==> src/verilog/fcd_pkg.sv <==
package fcd_pkg;
  // ----------------------------------------
  // register map (byte addresses)
  // ----------------------------------------
  localparam logic [7:0] ADDR_CTRL = 8'h00;
  localparam logic [7:0] ADDR_STAT = 8'h04;
  localparam logic [7:0] ADDR_PAGE = 8'h08;
  localparam logic [7:0] ADDR_SECT = 8'h0C;
  localparam logic [7:0] ADDR_MODE = 8'h10;
  localparam logic [7:0] ADDR_REQ = 8'h14;
  // ----------------------------------------
  // command codes
  // ----------------------------------------
  localparam logic [7:0] CMD_UNLOCK1 = 8'h73;
  localparam logic [7:0] CMD_UNLOCK2 = 8'h8C;
  localparam logic [7:0] CMD_MASS = 8'h63;
  localparam logic [7:0] CMD_LOCK = 8'h00;
  // ----------------------------------------
  // field positions
  // ----------------------------------------
  localparam int STAT_BUSY = 0;
  localparam int STAT_UNLK = 1;
  localparam int STAT_DONE = 2;
  localparam int STAT_DENY = 3;
  localparam int MODE_DBG = 0;
  localparam int MODE_BYP = 1;
  localparam int MODE_WP = 2;
  localparam int REQ_ERASE = 15;
  localparam int REQ_GO = 16;
  // ----------------------------------------
  // reset values and timing
  // ----------------------------------------
  localparam logic [7:0] SECT_RST = 8'h00;
  localparam logic [7:0] PAGE_RST = 8'h00;
  localparam int MASS_TIME_US = 100;
  localparam int CLK_MHZ = 40;
  localparam int MASS_CYC = MASS_TIME_US * CLK_MHZ;
  typedef enum logic [1:0] {
    ST_LOCKED = 2'b00,
    ST_HALF = 2'b01,
    ST_OPEN = 2'b10,
    ST_MASS = 2'b11
  } fcd_state_t;
endpackage

==> src/verilog/fcd_ctrl.sv <==
// Decided for this implementation: the AHB-Lite register port and the placing of the registers.
`timescale 1ns/1ps
// Function
// - mass erase command code starts erase
// - core stalls during erase, clock runs
// - status shows erase progress, debugger polls
// - relock automatically after mass erase
// - bypass routes flash signals to pins
// - bypass supports page erase too
// - debug ignores write protect option
// - debug ignores sector protection
// - debug programs anywhere in array
// - debug sector bits clearable and settable
// - debug unlock needs no second page write
// - debug page select writable while unlocked
// - mass erase allowed only in debug
// - single open page per unlock in normal mode; debug stays unlocked after a request
module fcd_ctrl (
  input wire logic hclk,
  input wire logic hresetn,
  input wire logic hsel,
  input wire logic [31:0] haddr,
  input wire logic [1:0] htrans,
  input wire logic hwrite,
  input wire logic [2:0] hsize,
  input wire logic [31:0] hwdata,
  input wire logic hready,
  output logic [31:0] hrdata,
  output logic hreadyout,
  output logic hresp,
  output logic cpu_stall,
  output logic fl_prog,
  output logic fl_erase,
  output logic fl_mass,
  output logic [14:0] fl_addr,
  output logic [7:0] fl_data,
  input wire logic byp_prog,
  input wire logic byp_erase,
  input wire logic [14:0] byp_addr,
  input wire logic [7:0] byp_data
);
  // ----------------------------------------
  // bus address phase capture
  // ----------------------------------------
  logic wr_q;
  logic [7:0] wa_q;
  always_ff @(posedge hclk or negedge hresetn) begin
    if (!hresetn) begin
      wr_q <= 1'b0;
      wa_q <= 8'h00;
    end else if (hready) begin
      wr_q <= hsel && htrans[1] && hwrite;
      wa_q <= haddr[7:0];
    end
  end
  assign hreadyout = 1'b1;
  assign hresp = 1'b0;

  function automatic logic wr_at(input logic [7:0] a, input logic v, input logic [7:0] w);
    wr_at = v && (a == w);
  endfunction

  logic w_ctrl;
  logic w_page;
  logic w_sect;
  logic w_mode;
  logic w_req;
  assign w_ctrl = wr_at(wa_q, wr_q, fcd_pkg::ADDR_CTRL);
  assign w_page = wr_at(wa_q, wr_q, fcd_pkg::ADDR_PAGE);
  assign w_sect = wr_at(wa_q, wr_q, fcd_pkg::ADDR_SECT);
  assign w_mode = wr_at(wa_q, wr_q, fcd_pkg::ADDR_MODE);
  assign w_req = wr_at(wa_q, wr_q, fcd_pkg::ADDR_REQ);

  // ----------------------------------------
  // mode register
  // ----------------------------------------
  logic [2:0] mode_q;
  logic dbg;
  logic byp;
  always_ff @(posedge hclk or negedge hresetn) begin
    if (!hresetn) begin
      mode_q <= 3'h0;
    end else if (w_mode) begin
      mode_q <= hwdata[2:0];
    end
  end
  assign dbg = mode_q[fcd_pkg::MODE_DBG];
  assign byp = mode_q[fcd_pkg::MODE_BYP];

  // ----------------------------------------
  // unlock state machine
  // ----------------------------------------
  fcd_pkg::fcd_state_t st_q;
  logic [7:0] page_q;
  logic [7:0] sect_q;
  logic [12:0] cnt_q;
  logic done_q;
  logic deny_q;
  logic page_ok;
  logic req_fire;
  localparam logic [12:0] MASS_N = 13'(fcd_pkg::MASS_CYC - 1);
  // normal mode: page write only while locked or half-open; debug: any time except during mass erase
  assign page_ok = dbg || st_q != fcd_pkg::ST_OPEN;
  always_ff @(posedge hclk or negedge hresetn) begin
    if (!hresetn) begin
      page_q <= fcd_pkg::PAGE_RST;
    end else if (w_page && page_ok && st_q != fcd_pkg::ST_MASS) begin
      page_q <= hwdata[7:0];
    end
  end
  always_ff @(posedge hclk or negedge hresetn) begin
    if (!hresetn) begin
      sect_q <= fcd_pkg::SECT_RST;
    end else if (w_sect) begin
      // normal writes only set bits; debug may clear them
      sect_q <= dbg ? hwdata[7:0] : (sect_q | hwdata[7:0]);
    end
  end

  logic unlk1_q;
  always_ff @(posedge hclk or negedge hresetn) begin
    if (!hresetn) begin
      st_q <= fcd_pkg::ST_LOCKED;
      cnt_q <= 13'h0000;
      unlk1_q <= 1'b0;
    end else begin
      case (st_q)
        fcd_pkg::ST_LOCKED: begin
          if (w_ctrl && hwdata[7:0] == fcd_pkg::CMD_UNLOCK1) begin
            unlk1_q <= 1'b1;
          end else if (w_ctrl && unlk1_q && hwdata[7:0] == fcd_pkg::CMD_UNLOCK2) begin
            unlk1_q <= 1'b0;
            // debug skips the repeated page write
            st_q <= dbg ? fcd_pkg::ST_OPEN : fcd_pkg::ST_HALF;
          end else if (w_ctrl) begin
            unlk1_q <= 1'b0;
          end
        end
        fcd_pkg::ST_HALF: begin
          if (w_page) begin
            st_q <= (hwdata[7:0] == page_q) ? fcd_pkg::ST_OPEN : fcd_pkg::ST_LOCKED;
          end else if (w_ctrl) begin
            st_q <= fcd_pkg::ST_LOCKED;
          end
        end
        fcd_pkg::ST_OPEN: begin
          if (w_ctrl && hwdata[7:0] == fcd_pkg::CMD_MASS && dbg) begin
            st_q <= fcd_pkg::ST_MASS;
            cnt_q <= MASS_N;
          end else if (w_ctrl) begin
            st_q <= fcd_pkg::ST_LOCKED;
          end else if (req_fire && !dbg) begin
            // one page per unlock: relock after each operation
            st_q <= fcd_pkg::ST_LOCKED;
          end
        end
        fcd_pkg::ST_MASS: begin
          if (cnt_q == 13'h0000) begin
            st_q <= fcd_pkg::ST_LOCKED;
          end else begin
            cnt_q <= cnt_q - 13'h0001;
          end
        end
        default: st_q <= fcd_pkg::ST_LOCKED;
      endcase
    end
  end

  // ----------------------------------------
  // program / erase requests
  // ----------------------------------------
  logic allow;
  assign req_fire = w_req && hwdata[fcd_pkg::REQ_GO] && st_q == fcd_pkg::ST_OPEN;
  fcd_guard u_guard (
    .debug(dbg),
    .wp_opt(mode_q[fcd_pkg::MODE_WP]),
    .sect_prot(sect_q),
    .page_sel(page_q),
    .addr(hwdata[14:0]),
    .allow(allow)
  );
  logic prog_q;
  logic erase_q;
  logic [14:0] addr_q;
  logic [7:0] data_q;
  always_ff @(posedge hclk or negedge hresetn) begin
    if (!hresetn) begin
      prog_q <= 1'b0;
      erase_q <= 1'b0;
      addr_q <= 15'h0000;
      data_q <= 8'h00;
      deny_q <= 1'b0;
    end else begin
      prog_q <= 1'b0;
      erase_q <= 1'b0;
      if (req_fire && allow) begin
        prog_q <= !hwdata[fcd_pkg::REQ_ERASE];
        erase_q <= hwdata[fcd_pkg::REQ_ERASE];
        addr_q <= hwdata[14:0];
        data_q <= hwdata[31:24];
        deny_q <= 1'b0;
      end else if (req_fire) begin
        deny_q <= 1'b1;
      end
    end
  end
  always_ff @(posedge hclk or negedge hresetn) begin
    if (!hresetn) begin
      done_q <= 1'b0;
    end else if (st_q == fcd_pkg::ST_MASS && cnt_q == 13'h0000) begin
      done_q <= 1'b1;
    end else if (st_q == fcd_pkg::ST_MASS) begin
      done_q <= 1'b0;
    end
  end

  // ----------------------------------------
  // flash outputs and bypass mux
  // ----------------------------------------
  // bypass hands prog, erase, address and data pins straight to the flash array; fl_mass and cpu_stall stay with the controller
  assign fl_prog = byp ? byp_prog : prog_q;
  assign fl_erase = byp ? byp_erase : erase_q;
  assign fl_addr = byp ? byp_addr : addr_q;
  assign fl_data = byp ? byp_data : data_q;
  assign fl_mass = (st_q == fcd_pkg::ST_MASS);
  assign cpu_stall = (st_q == fcd_pkg::ST_MASS);

  // ----------------------------------------
  // read data
  // ----------------------------------------
  logic rd_q;
  logic [7:0] ra_q;
  always_ff @(posedge hclk or negedge hresetn) begin
    if (!hresetn) begin
      rd_q <= 1'b0;
      ra_q <= 8'h00;
    end else if (hready) begin
      rd_q <= hsel && htrans[1] && !hwrite;
      ra_q <= haddr[7:0];
    end
  end
  logic [31:0] stat_w;
  always_comb begin
    stat_w = 32'h0000_0000;
    stat_w[fcd_pkg::STAT_BUSY] = (st_q == fcd_pkg::ST_MASS);
    stat_w[fcd_pkg::STAT_UNLK] = (st_q == fcd_pkg::ST_OPEN);
    stat_w[fcd_pkg::STAT_DONE] = done_q;
    stat_w[fcd_pkg::STAT_DENY] = deny_q;
  end
  always_comb begin
    hrdata = 32'h0000_0000;
    if (rd_q) begin
      case (ra_q)
        fcd_pkg::ADDR_CTRL: hrdata = {30'h0, st_q};
        fcd_pkg::ADDR_STAT: hrdata = stat_w;
        fcd_pkg::ADDR_PAGE: hrdata = {24'h0, page_q};
        fcd_pkg::ADDR_SECT: hrdata = {24'h0, sect_q};
        fcd_pkg::ADDR_MODE: hrdata = {29'h0, mode_q};
        default: hrdata = 32'h0000_0000;
      endcase
    end
  end

  // ----------------------------------------
  // assertions
  // ----------------------------------------
  property p_mass_start;
    @(posedge hclk) disable iff (!hresetn)
    (st_q == fcd_pkg::ST_OPEN && w_ctrl && hwdata[7:0] == fcd_pkg::CMD_MASS && dbg)
    |=> fcd_pkg::ST_MASS == st_q;
  endproperty
  a_mass_start: assert property (p_mass_start) else $error("mass erase not started");
  property p_stall;
    @(posedge hclk) disable iff (!hresetn)
    $rose(cpu_stall) |-> $past(w_ctrl) && $past(dbg) && $past(st_q) == fcd_pkg::ST_OPEN;
  endproperty
  a_stall: assert property (p_stall) else $error("stall mismatch");
  property p_relock;
    @(posedge hclk) disable iff (!hresetn)
    (st_q == fcd_pkg::ST_MASS && cnt_q == 13'h0000) |=> st_q == fcd_pkg::ST_LOCKED && done_q;
  endproperty
  a_relock: assert property (p_relock) else $error("no relock after erase");
  property p_busy;
    @(posedge hclk) disable iff (!hresetn) $rose(fl_mass) |-> stat_w[0] [*2];
  endproperty
  a_busy: assert property (p_busy) else $error("busy not shown");
  property p_nodbg_mass;
    @(posedge hclk) disable iff (!hresetn) !dbg |=> !$rose(fl_mass);
  endproperty
  a_nodbg_mass: assert property (p_nodbg_mass) else $error("mass erase outside debug");
  property p_byp;
    @(posedge hclk) disable iff (!hresetn) byp |-> fl_erase == byp_erase && fl_prog == byp_prog;
  endproperty
  a_byp: assert property (p_byp) else $error("bypass not routed");
  property p_dbg_unlock;
    @(posedge hclk) disable iff (!hresetn)
    (st_q == fcd_pkg::ST_LOCKED && unlk1_q && dbg && w_ctrl && hwdata[7:0] == fcd_pkg::CMD_UNLOCK2)
    |=> st_q == fcd_pkg::ST_OPEN;
  endproperty
  a_dbg_unlock: assert property (p_dbg_unlock) else $error("debug unlock incomplete");
  property p_one_page;
    @(posedge hclk) disable iff (!hresetn) (req_fire && !dbg) |=> st_q == fcd_pkg::ST_LOCKED;
  endproperty
  a_one_page: assert property (p_one_page) else $error("page left open");
  property p_deny;
    @(posedge hclk) disable iff (!hresetn) (req_fire && !allow) |=> deny_q && !prog_q && !erase_q;
  endproperty
  a_deny: assert property (p_deny) else $error("protected op allowed");
  property p_mass_load;
    @(posedge hclk) disable iff (!hresetn) $rose(fl_mass) |-> cnt_q == MASS_N;
  endproperty
  a_mass_load: assert property (p_mass_load) else $error("erase time not loaded");
  property p_stall_hold;
    @(posedge hclk) disable iff (!hresetn) (cpu_stall && cnt_q != 13'h0000) |=> cpu_stall;
  endproperty
  a_stall_hold: assert property (p_stall_hold) else $error("stall dropped early");
  property p_done_flag;
    @(posedge hclk) disable iff (!hresetn)
    $fell(fl_mass) |-> stat_w[fcd_pkg::STAT_DONE] && !stat_w[fcd_pkg::STAT_BUSY];
  endproperty
  a_done_flag: assert property (p_done_flag) else $error("erase end not reported");
  property p_lock_cmd;
    @(posedge hclk) disable iff (!hresetn)
    (st_q == fcd_pkg::ST_OPEN && w_ctrl && !(hwdata[7:0] == fcd_pkg::CMD_MASS && dbg))
    |=> st_q == fcd_pkg::ST_LOCKED;
  endproperty
  a_lock_cmd: assert property (p_lock_cmd) else $error("command did not relock");
  property p_dbg_stay;
    @(posedge hclk) disable iff (!hresetn) (req_fire && dbg) |=> st_q == fcd_pkg::ST_OPEN;
  endproperty
  a_dbg_stay: assert property (p_dbg_stay) else $error("debug request relocked");
  property p_one_strobe;
    @(posedge hclk) disable iff (!hresetn) (req_fire && allow) |=> prog_q != erase_q;
  endproperty
  a_one_strobe: assert property (p_one_strobe) else $error("strobe missing or doubled");
  property p_sect_norm;
    @(posedge hclk) disable iff (!hresetn)
    (w_sect && !dbg) |=> (sect_q & $past(sect_q)) == $past(sect_q);
  endproperty
  a_sect_norm: assert property (p_sect_norm) else $error("sector bit cleared");
  property p_sect_dbg;
    @(posedge hclk) disable iff (!hresetn) (w_sect && dbg) |=> sect_q == $past(hwdata[7:0]);
  endproperty
  a_sect_dbg: assert property (p_sect_dbg) else $error("debug sector write lost");
  property p_page_dbg;
    @(posedge hclk) disable iff (!hresetn)
    (w_page && dbg && st_q == fcd_pkg::ST_OPEN) |=> page_q == $past(hwdata[7:0]);
  endproperty
  a_page_dbg: assert property (p_page_dbg) else $error("debug page write lost");
  c_mass: cover property (@(posedge hclk) disable iff (!hresetn) $fell(fl_mass));
  c_byp: cover property (@(posedge hclk) disable iff (!hresetn) byp && byp_erase);
  c_prog: cover property (@(posedge hclk) disable iff (!hresetn) prog_q);
endmodule

==> src/verilog/fcd_guard.sv <==
`timescale 1ns/1ps
module fcd_guard (
  input wire logic debug,
  input wire logic wp_opt,
  input wire logic [7:0] sect_prot,
  input wire logic [7:0] page_sel,
  input wire logic [14:0] addr,
  output logic allow
);
  // ----------------------------------------
  // protection check for one request
  // ----------------------------------------
  logic sect_hit;
  logic page_ok;
  assign sect_hit = sect_prot[addr[14:12]];
  assign page_ok = (addr[14:7] == page_sel);
  // debug skips option, sectors and page limit
  assign allow = debug | (!wp_opt && !sect_hit && page_ok);
endmodule

==> config.mk <==
export PLATFORM = sky130hd
export DESIGN_NAME = fcd_ctrl
export DESIGN_NICKNAME = d
export VERILOG_FILES = /design/src/verilog/fcd_pkg.sv /design/src/verilog/fcd_ctrl.sv /design/src/verilog/fcd_guard.sv
export SDC_FILE = /design/constraint.sdc
export NUM_CORES = 1
export LEC_CHECK = 0
export BUFFER_PORTS_ARGS = -buffer_cell sky130_fd_sc_hd__buf_2
export CORE_UTILIZATION = 30
export CTS_BUF_LIST = sky130_fd_sc_hd__clkbuf_16
export DETAILED_ROUTE_END_ITERATION = 8
export PLACE_DENSITY_LB_ADDON = 0.05
export SYNTH_ARGS = -nofsm -noshare
export SYNTH_HDL_FRONTEND = slang
export SYNTH_SLANG_ARGS = --single-unit
==> constraint.sdc <==
create_clock -name hclk -period 2.48 [get_ports hclk]
set_input_delay 0.124 -clock hclk [delete_from_list [all_inputs] [get_ports hclk]]
set_output_delay 0.124 -clock hclk [all_outputs]
set_load 0.02 [all_outputs]
==> PnR_summary.wiki <==
{| class="wikitable"
! Metric !! Value
|-
| Chip Width || 120 microns
|-
| Met2 wire len || 4500 microns
|-
| Max_slew headroom || 35.7%
|-
| Clock power share || 43.9%
|-
| Cells traversed along the worst timing path || or4_4 -> and4bb_4 -> a222oi_1 -> nor2_1 -> buf_2
|-
| Reg2Reg Depth || 8
|-
| RSZ-0062 raised after global routing || false
|-
| Fin Clk Skew || 0.00673 ns
|-
| Number of cells produced by synthesis || 356
|-
| Number of cells after detailed placement || 624
|-
| Vias per inst || 4.69
|-
| Number of antenna violations at the first check in global routing || 0
|-
| Hpwl dp || 7190 microns
|-
| Element type at the critical path end || primary output
|-
| Growth of design area from synthesis to finish || 22.9%
|-
| Share of post-route cells with drive strength above 1 || 43.3%
|-
| Worst hold-check path type || primary input to register
|-
| Share of flip-flops with an asynchronous set or reset || 100%
|-
| Count of cell types in the netlist || 55
|-
| Final hold vios || 0
|-
| Die Footprint || 0.0143 sq mm
|-
| Detailed router's first-iteration violation count || 117
|-
| Critical path's largest stage delay || 0.59 ns
|-
| Required time of the worst setup path || 2.36 ns
|-
| Combinational share of power || 11.9%
|-
| Layout fillers || 1356
|-
| CP startpoint kind || register
|-
| Global placer's final weighted congestion || 0.737
|-
| Clock Latency Late Sink || 0.34 ns
|-
| Rows || 42
|-
| Core Footprint || 0.0133 sq mm
|-
| Inserted Diodes || 0
|-
| Largest net degree at the start of global routing || 73
|-
| Instance count on the critical path || 5
|-
| Net switching fraction of the power || 25.3%
|-
| Post-route minimum period || 2.35 ns
|-
| Number of placed I/O pins || 160
|-
| Max Transition Viols Final || 0
|-
| Power Density || 554 mW/mm^2
|-
| Post-Route Setup TNS || 0 ns
|-
| CP Data Arrival Time || 2.23 ns
|-
| Initial standard-cell utilization of the core || 31.1%
|-
| Top flip-flop cell by instance count after synthesis || sky130_fd_sc_hd__dfrtp_1
|-
| Clock tree from TritonCTS || done
|-
| Total congestion overflow after global routing || 0
|-
| Sequential element share of the synthesized area || 43.4%
|-
| Sw Pwr || 0.000715 W
|-
| CTS Root Cell || sky130_fd_sc_hd__clkbuf_16
|-
| Maximum fanout along the worst path || 8
|-
| Classification of the worst setup path || register to primary output
|-
| Number of nets with antenna violations after routing || 0
|-
| Final cell count without fillers || 645
|-
| Mean cell area of the mapped netlist || 11.7 sq um
|-
| Cell at the slowest stage of the critical path || sky130_fd_sc_hd__or4_4
|-
| Via count of the first global-routing pass || 2954
|-
| Number of sinks handled by clock tree synthesis || 72
|-
| Die Y || 120 microns
|-
| Combined buffer and inverter count along the critical path || 1
|-
| Final net count || 565
|-
| Detailed Route WL || 9990 microns
|-
| Worst hold-check slack || 0.0169 ns
|-
| Final Setup Violations || 0
|-
| DR pass1 iterations || 4
|-
| Place WS || 0.236 ns
|-
| Final cycle utilization of the critical path || 94.8%
|-
| Mapped cell area || 0.00415 sq mm
|-
| Sequential group share of total power || 44.2%
|-
| Flop-to-flop setup slack || 0.20 ns
|-
| Drt drc || 0
|-
| Mean routed wirelength per cell || 15.5 microns
|-
| Dominant delay contributor by cell family on the critical path || simple AND/OR/NAND/NOR gates
|-
| Number of synthesized register bits || 72
|-
| Fin util || 38.2%
|-
| TritonCTS Buffers || 9
|-
| Internal power || 0.00211 W
|-
| Slew at the pin closest to its max-slew limit || 0.965 ns
|-
| All-layer global routing usage || 14.8%
|-
| Ys Warns || 0
|-
| Outcome || completed
|-
| Max Clock Freq || 425 MHz
|-
| Number of maximum-capacitance constraint violations || 0
|-
| Total length of routed met3 wires || 498 microns
|-
| VDD IR max || 0.375 mV
|-
| Final worst-path setup slack || 0.129 ns
|-
| CTS max path bufs || 2
|-
| H-tree levels || 3
|-
| Port buffer count || 98
|-
| Met1 layer wirelength in the final routing || 4860 microns
|-
| Leakage Power || 2.41 nW
|-
| Post-synth EDFFs || 0
|-
| Worst hold path depth || 2
|-
| Clock-pin slew reported for the worst setup and hold paths after clock tree synthesis || 0.06 ns
|-
| Top layer reached by signal wires || met4
|-
| Vias post-DR || 3026
|-
| Wire length of the first global-routing pass || 16100 microns
|}
[worst reg2reg max path, cell delays in order (launching register included)]
cell and delay, ns:
sky130_fd_sc_hd__dfrtp_1 0.42, sky130_fd_sc_hd__inv_1 0.10, sky130_fd_sc_hd__ha_1 0.21, sky130_fd_sc_hd__nor4b_1 0.15, sky130_fd_sc_hd__a31oi_1 0.60, sky130_fd_sc_hd__buf_4 0.27, sky130_fd_sc_hd__nand4_1 0.13, sky130_fd_sc_hd__xnor2_1 0.15
sky130_fd_sc_hd__and2_1 0.15
[flip-flops by register name (all words and copies together), names as in the netlist]
signal / cells
rd_q: 1
done_q: 1
st_q: 2
cnt_q: 13
ra_q: 8
deny_q: 1
addr_q: 15
prog_q: 1
data_q: 8
page_q: 8
sect_q: 8
mode_q: 3
wr_q: 1
erase_q: 1
unlk1_q: 1
[metrics by stage]
step | cell area (sq um) | total power, W
final | 5100 | 0.00283
after global routing | 5100 | 0.00298
after CTS | 5080 | 0.00289
after detailed placement | 4760 | 0.00161
after global placement | 4760 | 0.00160
after floorplan | 4240 | 0.00149
[Yosys cell counts, types with 2 or more instances]
cell | number | area share (%)
sky130_fd_sc_hd__nand4b_1 | 2 | 0.42
sky130_fd_sc_hd__a222oi_1 | 3 | 0.72
sky130_fd_sc_hd__dfrtp_1 | 72 | 43
sky130_fd_sc_hd__clkbuf_1 | 9 | 0.81
sky130_fd_sc_hd__nor3_1 | 10 | 1.2
sky130_fd_sc_hd__a311oi_1 | 2 | 0.42
sky130_fd_sc_hd__mux2_4 | 19 | 6.9
sky130_fd_sc_hd__a22o_1 | 9 | 1.9
sky130_fd_sc_hd__nand3_1 | 9 | 1.1
sky130_fd_sc_hd__nand2_1 | 13 | 1.2
sky130_fd_sc_hd__and3_1 | 5 | 0.75
sky130_fd_sc_hd__a21oi_1 | 4 | 0.48
sky130_fd_sc_hd__xnor2_1 | 3 | 0.63
sky130_fd_sc_hd__ha_1 | 2 | 0.60
sky130_fd_sc_hd__nor2_1 | 18 | 1.6
sky130_fd_sc_hd__inv_1 | 9 | 0.81
sky130_fd_sc_hd__or4_1 | 2 | 0.36
sky130_fd_sc_hd__o21ai_0 | 9 | 1.1
sky130_fd_sc_hd__xor2_1 | 20 | 4.2
sky130_fd_sc_hd__a32o_1 | 2 | 0.48
sky130_fd_sc_hd__conb_1 | 2 | 0.18
sky130_fd_sc_hd__mux2_2 | 50 | 14
sky130_fd_sc_hd__buf_12 | 2 | 0.96
sky130_fd_sc_hd__nor4_1 | 4 | 0.60
sky130_fd_sc_hd__buf_4 | 30 | 5.4
sky130_fd_sc_hd__nor4b_1 | 2 | 0.42
sky130_fd_sc_hd__nand2b_1 | 2 | 0.30
sky130_fd_sc_hd__nand4_1 | 4 | 0.60
sky130_fd_sc_hd__mux4_1 | 2 | 1.3
sky130_fd_sc_hd__a31oi_1 | 2 | 0.30
sky130_fd_sc_hd__o211ai_1 | 2 | 0.36
sky130_fd_sc_hd__a22oi_1 | 4 | 0.72
sky130_fd_sc_hd__and2_1 | 6 | 0.90
[kinds of logic (layout without fill, tap and decap cells)]
| family | Yosys count | after routing | share of synthesized area, % |
|---|---|---|---|
| AOI/OAI and AO/OA | 43 | 43 | 7.80 |
| xor gates and xnor gates | 23 | 23 | 4.85 |
| adders and majority gates | 2 | 2 | 0.602 |
| buffers and inverters | 51 | 140 | 8.10 |
| DFF | 72 | 72 | 43.4 |
| muxes | 73 | 73 | 22.2 |
| other | 2 | 26 | 0.181 |
| and+or+nand+nor | 90 | 90 | 12.9 |
[placed cells by master (no fill, tap or decap), types with 2 or more instances in the layout]
cell type and instances:
sky130_fd_sc_hd__a32o_1 2, sky130_fd_sc_hd__clkbuf_16 9, sky130_fd_sc_hd__buf_4 13, sky130_fd_sc_hd__xor2_1 20, sky130_fd_sc_hd__and2_1 6, sky130_fd_sc_hd__mux4_1 2, sky130_fd_sc_hd__a222oi_1 3, sky130_fd_sc_hd__nand2_1 13
sky130_fd_sc_hd__nand3_1 8, sky130_fd_sc_hd__conb_1 26, sky130_fd_sc_hd__o211ai_1 2, sky130_fd_sc_hd__clkinv_2 3, sky130_fd_sc_hd__a22o_1 9, sky130_fd_sc_hd__nand4b_1 2, sky130_fd_sc_hd__nor4_1 4, sky130_fd_sc_hd__nor3_1 10
sky130_fd_sc_hd__a311oi_1 2, sky130_fd_sc_hd__inv_1 12, sky130_fd_sc_hd__nand4_1 4, sky130_fd_sc_hd__nor2_1 18, sky130_fd_sc_hd__nor4b_1 2, sky130_fd_sc_hd__and3_1 5, sky130_fd_sc_hd__or4_1 2, sky130_fd_sc_hd__mux2_4 19
sky130_fd_sc_hd__a21oi_1 4, sky130_fd_sc_hd__nand2b_1 2, sky130_fd_sc_hd__ha_1 2, sky130_fd_sc_hd__buf_2 97, sky130_fd_sc_hd__a22oi_1 4, sky130_fd_sc_hd__xnor2_1 3, sky130_fd_sc_hd__a31oi_1 2, sky130_fd_sc_hd__dfrtp_1 72
sky130_fd_sc_hd__mux2_2 50, sky130_fd_sc_hd__o21ai_0 9, sky130_fd_sc_hd__dlygate4sd3_1 4
[power by group through the flow]
stage | Combinational [W] | Clock [W] | Sequential (W)
2_1_floorplan | 0.000231 | 0 | 0.00125
3_3_place_gp | 0.000333 | 0 | 0.00127
3_5_place_dp | 0.000337 | 0 | 0.00127
4_1_cts | 0.000343 | 0.00129 | 0.00125
5_1_grt | 0.000372 | 0.00135 | 0.00125
6_report | 0.000338 | 0.00124 | 0.00125
[cell type report]
cell class	instances	area, sq um	share of cell area [%]
clock buffers	9	225	4.41
clock inverters	7	56.3	1.10
inverters	9	33.8	0.662
multi-input cells	257	2120	41.6
flip-flops and latches	72	1800	35.3
well taps	176	220	4.32
repair buffers	115	643	12.6
[path summary, 6_finish.rpt]
kind / start / to
worst max-delay path: ra_q[5]$_DFFE_PN0P_ / hrdata[2]
worst min-delay path: hwdata[28] / data_q[4]$_DFFE_PN0P_
worst max register to register: cnt_q[0]$_DFFE_PN0P_ / cnt_q[12]$_DFFE_PN0P_
worst min register to register: addr_q[8]$_DFFE_PN0P_ / addr_q[8]$_DFFE_PN0P_
max in group asynchronous: hresetn / wr_q$_DFFE_PN0P_
min in group asynchronous: hresetn / data_q[7]$_DFFE_PN0P_
[layer usage]
layer / GRT usage [%] / vias to the layer above
li1: - / 1457
met3: 4.61 / 10
met4: 4.53 / 0
met1: 19.7 / 1462
met5: 0 / -
met2: 22.8 / 97
[repair_timing]
item,4_1_cts,5_1_grt
cloned,0,0
hold buffers,4,0
endpoints found under the hold margin,76,0
resized for setup,1,3
endpoints found under the setup margin,2,8
buffers inserted,1,0
(Power assumes the default switching activity.)
